--- config.mk ---
export PLATFORM = sky130hd
export DESIGN_NAME = tocu_top
export DESIGN_NICKNAME = d
export VERILOG_FILES = /design/src/hdl/tocu_pkg.sv /design/src/hdl/tocu_timer_if.sv /design/src/hdl/tocu_top.sv /design/src/hdl/tocu_timer.sv /design/src/hdl/tocu_compare.sv
export SDC_FILE = /design/constraint.sdc
export NUM_CORES = 1
export LEC_CHECK = 0
export ABC_CLOCK_PERIOD_IN_PS = 3750
export BUFFER_PORTS_ARGS = -buffer_cell sky130_fd_sc_hd__buf_2
export CAP_MARGIN = 10
export CORE_MARGIN = 2
export CORE_UTILIZATION = 45
export CTS_BUF_LIST = sky130_fd_sc_hd__clkbuf_16
export CTS_CLUSTER_SIZE = 28
export DETAILED_ROUTE_END_ITERATION = 10
export GPL_TIMING_DRIVEN = 0
export PLACE_DENSITY = 0.67
export SYNTH_ARGS = -nofsm -noshare
export SYNTH_HDL_FRONTEND = slang
export SYNTH_SLANG_ARGS = --single-unit
--- constraint.sdc ---
create_clock -name pclk -period 3.75 [get_ports pclk]
set_input_delay 0.1875 -clock pclk [delete_from_list [all_inputs] [get_ports pclk]]
set_output_delay 0.1875 -clock pclk [all_outputs]
set_load 0.02 [all_outputs]
--- src/hdl/tocu_pkg.sv ---
package tocu_pkg;

  // Register indices; byte address is four times the index.
  localparam logic [9:0] IDX_INTERRUPT_CONTROL = 10'h00B;
  localparam logic [9:0] IDX_IRQ_FLAGS         = 10'h00C;
  localparam logic [9:0] IDX_COUNT_LOW         = 10'h00E;
  localparam logic [9:0] IDX_COUNT_HIGH        = 10'h00F;
  localparam logic [9:0] IDX_TIMER1_CONTROL    = 10'h010;
  localparam logic [9:0] IDX_VALUE_LOW         = 10'h015;
  localparam logic [9:0] IDX_VALUE_HIGH        = 10'h016;
  localparam logic [9:0] IDX_UNIT_CONTROL      = 10'h017;
  localparam logic [9:0] IDX_PORT_C_DIRECTION  = 10'h087;
  localparam logic [9:0] IDX_IRQ_ENABLES       = 10'h08C;

  // Reset values.
  localparam logic [7:0] RST_INTERRUPT_CONTROL = 8'h00;
  localparam logic [7:0] RST_IRQ_FLAGS         = 8'h00;
  localparam logic [7:0] RST_IRQ_ENABLES       = 8'h00;
  localparam logic [5:0] RST_TIMER1_CONTROL    = 6'h00;
  localparam logic [5:0] RST_UNIT_CONTROL      = 6'h00;
  localparam logic [7:0] RST_PORT_C_DIRECTION  = 8'hFF;
  localparam logic [15:0] RST_COUNT            = 16'h0000;
  localparam logic [15:0] RST_VALUE            = 16'h0000;

  // Field positions.
  localparam int BIT_TIMER1_FLAG  = 0;
  localparam int BIT_COMPARE_FLAG = 2;
  localparam int BIT_TIMER1_ON    = 0;
  localparam int BIT_TIMER1_EXT   = 1;
  localparam int BIT_TIMER1_ASYNC = 2;
  localparam int BIT_PRESCALE_LO  = 4;
  localparam int BIT_COMPARE_PIN  = 2;
  localparam logic [7:0] IRQ_IMPLEMENTED = 8'h05;

  // Compare mode codes.
  localparam logic [3:0] MODE_SET_HIGH = 4'h8;
  localparam logic [3:0] MODE_SET_LOW  = 4'h9;
  localparam logic [3:0] MODE_SOFT_IRQ = 4'hA;
  localparam logic [3:0] MODE_SPECIAL  = 4'hB;

endpackage : tocu_pkg

--- src/hdl/tocu_timer_if.sv ---
`timescale 1ns/1ps
interface tocu_timer_if;
  logic [15:0] count;
  logic        clear;
  logic        overflow;
  logic        load_low;
  logic        load_high;
  logic [7:0]  load_data;
  logic        run;
  logic        ext_select;
  logic [1:0]  prescale;
  logic        ext_tick;

  modport timer (input clear, load_low, load_high, load_data, run, ext_select, prescale,
                 ext_tick, output count, overflow);
  modport cmp (input count, output clear);
  modport host (input count, overflow, output load_low, load_high, load_data, run,
                ext_select, prescale, ext_tick);
endinterface : tocu_timer_if

--- src/hdl/tocu_top.sv ---
`timescale 1ns/1ps
module tocu_top (
  input  wire logic        pclk,
  input  wire logic        presetn,
  input  wire logic        psel,
  input  wire logic        penable,
  input  wire logic        pwrite,
  input  wire logic [11:0] paddr,
  input  wire logic [31:0] pwdata,
  output logic [31:0]      prdata,
  output logic             pready,
  output logic             pslverr,
  input  wire logic        timer1_ext_tick,
  input  wire logic        adc_enable,
  output logic             adc_start,
  output logic             compare_output_pin_out,
  output logic             compare_output_pin_oe,
  output logic             irq
);

  ////////////////////////////////////////////////////////////////////////////////
  // Register storage.

  logic [7:0]  interrupt_control;
  logic [7:0]  peripheral_irq_flags;
  logic [7:0]  peripheral_irq_enables;
  logic [5:0]  timer1_control;
  logic [15:0] compare_value;
  logic [5:0]  compare_unit_control;
  logic [7:0]  port_c_direction;

  logic        setup_phase;
  logic        write_strobe;
  logic        mapped;
  logic        match_event;
  logic        pin_level;
  logic        force_low;
  logic [7:0]  next_flags;
  logic [7:0]  read_value;

  tocu_timer_if tif ();

  ////////////////////////////////////////////////////////////////////////////////
  // Address decode.

  function automatic logic tocu_hit(input logic [11:0] addr, input logic [9:0] idx);
    tocu_hit = (addr[1:0] == 2'b00) && (addr[11:2] == idx);
  endfunction : tocu_hit

  function automatic logic tocu_known(input logic [11:0] addr);
    tocu_known = tocu_hit(addr, tocu_pkg::IDX_INTERRUPT_CONTROL)
              || tocu_hit(addr, tocu_pkg::IDX_IRQ_FLAGS)
              || tocu_hit(addr, tocu_pkg::IDX_COUNT_LOW)
              || tocu_hit(addr, tocu_pkg::IDX_COUNT_HIGH)
              || tocu_hit(addr, tocu_pkg::IDX_TIMER1_CONTROL)
              || tocu_hit(addr, tocu_pkg::IDX_VALUE_LOW)
              || tocu_hit(addr, tocu_pkg::IDX_VALUE_HIGH)
              || tocu_hit(addr, tocu_pkg::IDX_UNIT_CONTROL)
              || tocu_hit(addr, tocu_pkg::IDX_PORT_C_DIRECTION)
              || tocu_hit(addr, tocu_pkg::IDX_IRQ_ENABLES);
  endfunction : tocu_known

  function automatic logic tocu_wr(input logic strobe, input logic [11:0] addr,
                                   input logic [9:0] idx);
    tocu_wr = strobe && tocu_hit(addr, idx);
  endfunction : tocu_wr

  ////////////////////////////////////////////////////////////////////////////////
  // APB slave: zero wait states, read data captured in the setup cycle.

  always_comb begin
    setup_phase  = psel && !penable;
    mapped       = tocu_known(paddr);
    write_strobe = psel && penable && pwrite && mapped;
    pready       = 1'b1;
    pslverr      = psel && penable && !mapped;
  end

  always_comb begin
    read_value = 8'h00;
    if (tocu_hit(paddr, tocu_pkg::IDX_INTERRUPT_CONTROL)) begin
      read_value = interrupt_control;
    end else if (tocu_hit(paddr, tocu_pkg::IDX_IRQ_FLAGS)) begin
      read_value = peripheral_irq_flags;
    end else if (tocu_hit(paddr, tocu_pkg::IDX_COUNT_LOW)) begin
      read_value = tif.count[7:0];
    end else if (tocu_hit(paddr, tocu_pkg::IDX_COUNT_HIGH)) begin
      read_value = tif.count[15:8];
    end else if (tocu_hit(paddr, tocu_pkg::IDX_TIMER1_CONTROL)) begin
      read_value = {2'b00, timer1_control};
    end else if (tocu_hit(paddr, tocu_pkg::IDX_VALUE_LOW)) begin
      read_value = compare_value[7:0];
    end else if (tocu_hit(paddr, tocu_pkg::IDX_VALUE_HIGH)) begin
      read_value = compare_value[15:8];
    end else if (tocu_hit(paddr, tocu_pkg::IDX_UNIT_CONTROL)) begin
      read_value = {2'b00, compare_unit_control};
    end else if (tocu_hit(paddr, tocu_pkg::IDX_PORT_C_DIRECTION)) begin
      read_value = port_c_direction;
    end else if (tocu_hit(paddr, tocu_pkg::IDX_IRQ_ENABLES)) begin
      read_value = peripheral_irq_enables;
    end
  end

  always_ff @(posedge pclk or negedge presetn) begin
    if (!presetn) begin
      prdata <= 32'h00000000;
    end else if (setup_phase && !pwrite) begin
      prdata <= {24'h000000, read_value};
    end
  end

  ////////////////////////////////////////////////////////////////////////////////
  // Software registers.

  always_ff @(posedge pclk or negedge presetn) begin
    if (!presetn) begin
      interrupt_control <= tocu_pkg::RST_INTERRUPT_CONTROL;
    end else if (tocu_wr(write_strobe, paddr, tocu_pkg::IDX_INTERRUPT_CONTROL)) begin
      interrupt_control <= pwdata[7:0];
    end
  end

  always_ff @(posedge pclk or negedge presetn) begin
    if (!presetn) begin
      peripheral_irq_enables <= tocu_pkg::RST_IRQ_ENABLES;
    end else if (tocu_wr(write_strobe, paddr, tocu_pkg::IDX_IRQ_ENABLES)) begin
      peripheral_irq_enables <= pwdata[7:0] & tocu_pkg::IRQ_IMPLEMENTED;
    end
  end

  always_ff @(posedge pclk or negedge presetn) begin
    if (!presetn) begin
      timer1_control <= tocu_pkg::RST_TIMER1_CONTROL;
    end else if (tocu_wr(write_strobe, paddr, tocu_pkg::IDX_TIMER1_CONTROL)) begin
      timer1_control <= pwdata[5:0];
    end
  end

  always_ff @(posedge pclk or negedge presetn) begin
    if (!presetn) begin
      compare_value <= tocu_pkg::RST_VALUE;
    end else if (tocu_wr(write_strobe, paddr, tocu_pkg::IDX_VALUE_LOW)) begin
      compare_value[7:0] <= pwdata[7:0];
    end else if (tocu_wr(write_strobe, paddr, tocu_pkg::IDX_VALUE_HIGH)) begin
      compare_value[15:8] <= pwdata[7:0];
    end
  end

  always_ff @(posedge pclk or negedge presetn) begin
    if (!presetn) begin
      compare_unit_control <= tocu_pkg::RST_UNIT_CONTROL;
    end else if (tocu_wr(write_strobe, paddr, tocu_pkg::IDX_UNIT_CONTROL)) begin
      compare_unit_control <= pwdata[5:0];
    end
  end

  always_ff @(posedge pclk or negedge presetn) begin
    if (!presetn) begin
      port_c_direction <= tocu_pkg::RST_PORT_C_DIRECTION;
    end else if (tocu_wr(write_strobe, paddr, tocu_pkg::IDX_PORT_C_DIRECTION)) begin
      port_c_direction <= pwdata[7:0];
    end
  end

  // A zero written to the whole control register drops the output latch.
  assign force_low = tocu_wr(write_strobe, paddr, tocu_pkg::IDX_UNIT_CONTROL)
                     && (pwdata[7:0] == 8'h00);

  ////////////////////////////////////////////////////////////////////////////////
  // Interrupt flags: write one to clear, a hardware set wins over the clear.

  always_comb begin
    next_flags = peripheral_irq_flags;
    if (tocu_wr(write_strobe, paddr, tocu_pkg::IDX_IRQ_FLAGS)) begin
      next_flags = next_flags & ~pwdata[7:0];
    end
    if (match_event) begin
      next_flags[tocu_pkg::BIT_COMPARE_FLAG] = 1'b1;
    end
    if (tif.overflow) begin
      next_flags[tocu_pkg::BIT_TIMER1_FLAG] = 1'b1;
    end
  end

  always_ff @(posedge pclk or negedge presetn) begin
    if (!presetn) begin
      peripheral_irq_flags <= tocu_pkg::RST_IRQ_FLAGS;
    end else begin
      peripheral_irq_flags <= next_flags & tocu_pkg::IRQ_IMPLEMENTED;
    end
  end

  // The compare interrupt only leaves the block when it is enabled.
  assign irq = |(peripheral_irq_flags & peripheral_irq_enables);

  ////////////////////////////////////////////////////////////////////////////////
  // Timer1 and compare unit.

  // Counting stays in the core clock domain whatever the sync select says.
  always_comb begin
    tif.run        = timer1_control[tocu_pkg::BIT_TIMER1_ON];
    tif.ext_select = timer1_control[tocu_pkg::BIT_TIMER1_EXT];
    tif.prescale   = timer1_control[tocu_pkg::BIT_PRESCALE_LO +: 2];
    tif.ext_tick   = timer1_ext_tick;
    tif.load_low   = tocu_wr(write_strobe, paddr, tocu_pkg::IDX_COUNT_LOW);
    tif.load_high  = tocu_wr(write_strobe, paddr, tocu_pkg::IDX_COUNT_HIGH);
    tif.load_data  = pwdata[7:0];
  end

  tocu_timer u_timer (
    .pclk    (pclk),
    .presetn (presetn),
    .tif     (tif.timer)
  );

  tocu_compare u_compare (
    .pclk               (pclk),
    .presetn            (presetn),
    .tif                (tif.cmp),
    .compare_value      (compare_value),
    .compare_mode_field (compare_unit_control[3:0]),
    .force_low          (force_low),
    .adc_enable         (adc_enable),
    .match_event        (match_event),
    .pin_level          (pin_level),
    .adc_start          (adc_start)
  );

  // The pin drives only once software has made it an output.
  assign compare_output_pin_out = pin_level;
  assign compare_output_pin_oe  = !port_c_direction[tocu_pkg::BIT_COMPARE_PIN];

  ////////////////////////////////////////////////////////////////////////////////
  // Checks.

  a_match_equal: assert property (@(posedge pclk) disable iff (!presetn)
    match_event |-> (tif.count == compare_value) && !$past(tif.count == compare_value)
                    || $past(!presetn))
    else $error("Match without fresh equality.");

  a_match_needs_mode: assert property (@(posedge pclk) disable iff (!presetn)
    match_event |-> compare_unit_control[3:2] == 2'b10)
    else $error("Match outside compare modes.");

  a_flag_on_match: assert property (@(posedge pclk) disable iff (!presetn)
    match_event |=> peripheral_irq_flags[tocu_pkg::BIT_COMPARE_FLAG])
    else $error("Compare flag not set on match.");

  a_pin_set_high: assert property (@(posedge pclk) disable iff (!presetn)
    match_event && compare_unit_control[3:0] == tocu_pkg::MODE_SET_HIGH && !force_low
    |=> compare_output_pin_out)
    else $error("Pin not driven high on match.");

  a_pin_set_low: assert property (@(posedge pclk) disable iff (!presetn)
    match_event && compare_unit_control[3:0] == tocu_pkg::MODE_SET_LOW
    |=> !compare_output_pin_out)
    else $error("Pin not driven low on match.");

  a_soft_pin_hold: assert property (@(posedge pclk) disable iff (!presetn)
    match_event && compare_unit_control[3:0] == tocu_pkg::MODE_SOFT_IRQ && !force_low
    |=> $stable(compare_output_pin_out))
    else $error("Pin moved in software interrupt mode.");

  a_special_clear: assert property (@(posedge pclk) disable iff (!presetn)
    match_event && compare_unit_control[3:0] == tocu_pkg::MODE_SPECIAL
    && !tif.load_low && !tif.load_high |=> tif.count == 16'h0000)
    else $error("Special event did not clear timer1.");

  a_adc_start: assert property (@(posedge pclk) disable iff (!presetn)
    tif.clear |=> adc_start == $past(adc_enable))
    else $error("Conversion start wrong on special event.");

  a_no_t1_flag: assert property (@(posedge pclk) disable iff (!presetn)
    tif.clear && !peripheral_irq_flags[tocu_pkg::BIT_TIMER1_FLAG]
    |=> !peripheral_irq_flags[tocu_pkg::BIT_TIMER1_FLAG])
    else $error("Special event set the timer1 flag.");

  a_force_low: assert property (@(posedge pclk) disable iff (!presetn)
    force_low |=> !compare_output_pin_out ##1 !compare_output_pin_out || match_event)
    else $error("Zero control write left pin high.");

  a_read_count: assert property (@(posedge pclk) disable iff (!presetn)
    setup_phase && !pwrite && tocu_hit(paddr, tocu_pkg::IDX_COUNT_LOW)
    |=> prdata[7:0] == $past(tif.count[7:0]))
    else $error("Count low byte read wrong.");

  a_match_once: assert property (@(posedge pclk) disable iff (!presetn)
    match_event |=> !match_event)
    else $error("Match repeated on one equality.");

  a_flag_clear: assert property (@(posedge pclk) disable iff (!presetn)
    tocu_wr(write_strobe, paddr, tocu_pkg::IDX_IRQ_FLAGS)
    && pwdata[tocu_pkg::BIT_COMPARE_FLAG] && !match_event
    |=> !peripheral_irq_flags[tocu_pkg::BIT_COMPARE_FLAG])
    else $error("Compare flag not cleared by a written one.");

  a_pin_cause: assert property (@(posedge pclk) disable iff (!presetn)
    $changed(compare_output_pin_out) |-> $past(match_event || force_low))
    else $error("Pin moved without match or zero write.");

  a_idle_mode_pin: assert property (@(posedge pclk) disable iff (!presetn)
    compare_unit_control[3:2] != 2'b10 && !force_low
    |=> $stable(compare_output_pin_out))
    else $error("Pin moved outside compare modes.");

  a_clear_mode: assert property (@(posedge pclk) disable iff (!presetn)
    tif.clear |-> compare_unit_control[3:0] == tocu_pkg::MODE_SPECIAL)
    else $error("Timer1 cleared outside special event mode.");

  a_overflow_flag: assert property (@(posedge pclk) disable iff (!presetn)
    tif.overflow |=> peripheral_irq_flags[tocu_pkg::BIT_TIMER1_FLAG])
    else $error("Timer1 rollover did not set its flag.");

  a_count_hold: assert property (@(posedge pclk) disable iff (!presetn)
    !tif.run && !tif.clear && !tif.load_low && !tif.load_high
    |=> $stable(tif.count))
    else $error("Timer1 count moved while stopped.");

  a_load_low: assert property (@(posedge pclk) disable iff (!presetn)
    tif.load_low |=> tif.count[7:0] == $past(tif.load_data))
    else $error("Count low byte write lost.");

  a_load_high: assert property (@(posedge pclk) disable iff (!presetn)
    tif.load_high |=> tif.count[15:8] == $past(tif.load_data))
    else $error("Count high byte write lost.");

  a_value_low: assert property (@(posedge pclk) disable iff (!presetn)
    tocu_wr(write_strobe, paddr, tocu_pkg::IDX_VALUE_LOW)
    |=> compare_value[7:0] == $past(pwdata[7:0]))
    else $error("Compare value low byte write lost.");

  a_value_high: assert property (@(posedge pclk) disable iff (!presetn)
    tocu_wr(write_strobe, paddr, tocu_pkg::IDX_VALUE_HIGH)
    |=> compare_value[15:8] == $past(pwdata[7:0]))
    else $error("Compare value high byte write lost.");

  a_adc_pulse: assert property (@(posedge pclk) disable iff (!presetn)
    adc_start |=> !adc_start)
    else $error("Conversion start longer than one cycle.");

  a_adc_cause: assert property (@(posedge pclk) disable iff (!presetn)
    adc_start |-> $past(tif.clear && adc_enable))
    else $error("Conversion start without special event.");

  a_irq_masked: assert property (@(posedge pclk) disable iff (!presetn)
    peripheral_irq_enables == 8'h00 |-> !irq)
    else $error("Interrupt raised while all enables are off.");

endmodule : tocu_top

--- src/hdl/tocu_timer.sv ---
`timescale 1ns/1ps
module tocu_timer (
  input wire logic  pclk,
  input wire logic  presetn,
  tocu_timer_if.timer tif
);

  logic [2:0]  prescale_count;
  logic        tick;
  logic        step;
  logic [2:0]  prescale_last;

  always_comb begin
    prescale_last = 3'((4'h1 << tif.prescale) - 4'h1);
    tick          = tif.ext_select ? tif.ext_tick : 1'b1;
    step          = tif.run && tick && (prescale_count == prescale_last);
  end

  always_ff @(posedge pclk or negedge presetn) begin
    if (!presetn) begin
      prescale_count <= 3'h0;
    end else if (!tif.run || tif.clear) begin
      prescale_count <= 3'h0;
    end else if (tick) begin
      prescale_count <= (prescale_count == prescale_last) ? 3'h0 : 3'(prescale_count + 3'h1);
    end
  end

  // A software load wins over the compare clear, which wins over counting.
  always_ff @(posedge pclk or negedge presetn) begin
    if (!presetn) begin
      tif.count <= tocu_pkg::RST_COUNT;
    end else if (tif.load_low) begin
      tif.count[7:0] <= tif.load_data;
    end else if (tif.load_high) begin
      tif.count[15:8] <= tif.load_data;
    end else if (tif.clear) begin
      tif.count <= tocu_pkg::RST_COUNT;
    end else if (step) begin
      tif.count <= 16'(tif.count + 16'h0001);
    end
  end

  // Only a natural rollover reports overflow.
  assign tif.overflow = step && !tif.clear && !tif.load_low && !tif.load_high
                        && (tif.count == 16'hFFFF);

endmodule : tocu_timer

--- src/hdl/tocu_compare.sv ---
`timescale 1ns/1ps
module tocu_compare (
  input wire logic  pclk,
  input wire logic  presetn,
  tocu_timer_if.cmp tif,
  input wire logic [15:0] compare_value,
  input wire logic [3:0]  compare_mode_field,
  input wire logic        force_low,
  input wire logic        adc_enable,
  output logic            match_event,
  output logic            pin_level,
  output logic            adc_start
);

  logic equal;
  logic equal_q;
  logic active;

  always_comb begin
    equal  = (tif.count == compare_value);
    active = (compare_mode_field[3:2] == 2'b10);
    match_event = active && equal && !equal_q;
    tif.clear   = match_event && (compare_mode_field == tocu_pkg::MODE_SPECIAL);
  end

  always_ff @(posedge pclk or negedge presetn) begin
    if (!presetn) begin
      equal_q <= 1'b0;
    end else begin
      equal_q <= equal;
    end
  end

  always_ff @(posedge pclk or negedge presetn) begin
    if (!presetn) begin
      pin_level <= 1'b0;
    end else if (force_low) begin
      pin_level <= 1'b0;
    end else if (match_event && compare_mode_field == tocu_pkg::MODE_SET_HIGH) begin
      pin_level <= 1'b1;
    end else if (match_event && compare_mode_field == tocu_pkg::MODE_SET_LOW) begin
      pin_level <= 1'b0;
    end
  end

  always_ff @(posedge pclk or negedge presetn) begin
    if (!presetn) begin
      adc_start <= 1'b0;
    end else begin
      adc_start <= tif.clear && adc_enable;
    end
  end

endmodule : tocu_compare

==> run summary <==
YS warnings - 0
ANT nets after route - 0
DIE AREA - 0.0120 mm²
most frequent cells in the layout - 70 x dfrtp_1, 45 x nand2_1, 42 x mux2_2
DIE WIDTH - 109 µm
Fmax - 373 MHz
R2R Path End - u_timer.tif.count[4]
setup TNS - 0 ns
Core Footprint - 0.0108 mm²
Setup crit end - u_timer.tif.count[4]
post-route setup slack - 1.07 ns
Crit. Startpoint - u_timer.tif.count[9]
Clock Sinks - 78
CP Capture Type - flop
final hold vios - 0
initial antenna violation count - 0
Max-Cap Viols - 0
CTS Buf Count - 9
commonest non-fill, non-tap cell in the layout - dfrtp_1
Vias/cell - 6.14
Max Buffers Root-to-Sink - 2
fill count - 1001
clock skew - 0.00704 ns
ys async rst share - 100%
placed cells - 737
vias in the first global route - 4446
CTS clk-pin slew, worst paths - 0.06 ns
worst hold path class - in2reg
Worst EP arrival - 2.90 ns
layout cells sized above 1 - 24.9%
Final Non-Filler Cells - 754
ys flop type - dfrtp_1
Avg WL per Cell - 20.2 µm
I/O pin total - 89
Iter 0 DRT Violations - 305
DR pass1 iterations - 7
FP Rows - 38
Final Power - 1.94 mW
fin. max-slew vios - 0
Seq/Total Area, Yosys - 39.3%
Syn Inst Count - 538
Placer Congestion - 0.980
hold path startpoint - adc_enable
# setup viols final - 0
first-pass GRT wire length - 23800 µm
reg2reg path depth - 7
antenna cell count - 0
kind of critical path - reg2reg
gr usage total - 26.9%
WHS Path Cells - 2
DP HPWL - 11300 µm
Peak supply drop - 323 µV
die outline height - 109 µm
post-synthesis cell area - 0.00499 mm²
outcome - complete, no violations
number of gates resized after CTS - 0
DRC viols - 0
P per Cell Area - 336 mW/mm²
CP Data Required Time - 3.97 ns
Clk Latency, worst-skew pair - 0.35 ns
worst-margin pin slew - 1.05 ns
fin crit share - 71.5%
Lkg Pwr - 2.48 nW
Multi-input gate area - 0.00277 mm²
minimum clock period - 2.68 ns
Mapped Avg Cell Area - 9.28 µm²
Clock Tree Root - clkbuf_16
EDFF count, synth - 0
Worst slew margin - 29.6%
Initial Util - 46.1%
synthesis-to-finish area growth - 15.9%
Port Buffers - 35
launching point of the worst reg2reg path - u_timer.tif.count[9]
pin count of the biggest net entering global routing - 52
Routed WL - 15300 µm
CTS tree - done
CP startpoint kind - flop
count of different cell masters after synthesis - 69
Seq cells post-synth - 78
via count - 4628
htree depth - 3
Place WS - 1.00 ns
critical path peak fanout - 10
net count reported at finish - 662
RSZ-0062 raised after global routing - false
Seq. cell area - 0.00196 mm²
Reg2Reg Setup Slack - 1.07 ns
total gr overflow - 0
-- flip-flops by register name (all words and copies together) (netlist names) --
name                    cells
compare_unit_control        6
compare_value              16
interrupt_control           8
peripheral_irq_enables      2
peripheral_irq_flags        2
port_c_direction            8
prdata                      8
timer1_control              6
u_compare.adc_start         1
u_compare.equal_q           1
u_compare.pin_level         1
u_timer.prescale_count      3
u_timer.tif.count          16
-- worst min-delay path by stage --
| stage | end | slack, ns |
|---|---|---|
| 3_3_place_gp | u_compare.adc_start | 0.42 |
| 3_5_place_dp | u_compare.equal_q | 0.14 |
| 4_1_cts | u_compare.adc_start | 0.07 |
| 6_report | u_compare.adc_start | 0.07 |
| 5_1_grt | u_compare.adc_start | 0.08 |
| 2_1_floorplan | compare_unit_control[0] | -0.11 |
-- synthesized netlist by cell type, types with 8 or more instances --
| cell | instances | area share, % |
|---|---|---|
| dfrtp_1 | 70 | 35 |
| nand2_1 | 45 | 3.4 |
| mux2_2 | 42 | 9.5 |
| o21ai_0 | 37 | 3.7 |
| a21oi_1 | 34 | 3.4 |
| nand3_1 | 27 | 2.7 |
| buf_4 | 25 | 3.8 |
| nor2_1 | 22 | 1.7 |
| clkbuf_1 | 18 | 1.4 |
| nor3_1 | 17 | 1.7 |
| xnor2_1 | 17 | 3.0 |
| and3_1 | 15 | 1.9 |
| a22oi_1 | 13 | 2.0 |
| inv_1 | 11 | 0.83 |
| nand4_1 | 10 | 1.3 |
| a221oi_1 | 9 | 1.6 |
| dfstp_2 | 8 | 4.2 |
-- routing by layer --
layer  global-route usage, %  wire length (µm)  up-vias
met3                    5.81              1260       51
met4                    13.7               651        0
li1                        -                 -     2109
met5                       0                 0        -
met2                    40.9              6950      245
met1                    36.0              6400     2223
-- area by class of cell --
cell class | count | area share (%)
tap | 140 | 3.03
clock buffer | 9 | 3.89
buffer | 53 | 5.34
inverter | 11 | 0.714
timing repair buffer | 37 | 3.72
sequential | 78 | 33.9
multi-input combinational | 419 | 47.8
clock inverter | 7 | 1.56
-- what timing repair did --
item | in CTS | in global routing
hold buffers | 1 | 0
endpoints found under the hold margin | 24 | 0
setup buffers | 0 | 0
-- metrics by stage --
stage | hold slack (ns) | utilization, % | area (µm²)
floorplan | -0.108 | - | 5080
global placement | 0.423 | 50.1 | 5430
detailed placement | 0.142 | 50.4 | 5460
CTS | 0.0689 | 53.4 | 5790
global route | 0.0799 | 53.4 | 5790
finish | 0.0744 | 53.4 | 5790
-- kinds of logic (layout without fill, tap and decap cells) --
| family | Yosys count | count (layout) | share of synthesized area, % |
|---|---|---|---|
| other cells | 2 | 25 | 0.150 |
| flops | 78 | 78 | 39.3 |
| buf+inv | 64 | 117 | 7.01 |
| xor+xnor | 17 | 17 | 2.98 |
| simple gates | 190 | 190 | 21.6 |
| compound gates | 143 | 143 | 19.0 |
| mux | 42 | 42 | 9.47 |
| fa+ha+maj | 2 | 2 | 0.501 |
-- report_power, final --
group	total [mW]	internal, mW	switching [mW]
combinational	0.162	0.0506	0.111
clock	0.934	0.578	0.356
sequential	0.847	0.845	0.00224
total	1.94	1.47	0.469
-- worst max-delay path, cell delays in order (launching register included) --
cell and delay [ns]:
dfrtp_1 0.32, clkbuf_1 0.33, xnor2_1 0.18, nand4_1 0.17
nor4_4 0.70, nand2_1 0.42, o2111ai_1 0.32, o211ai_1 0.11
No activity file was read; power rests on OpenSTA's default activity.
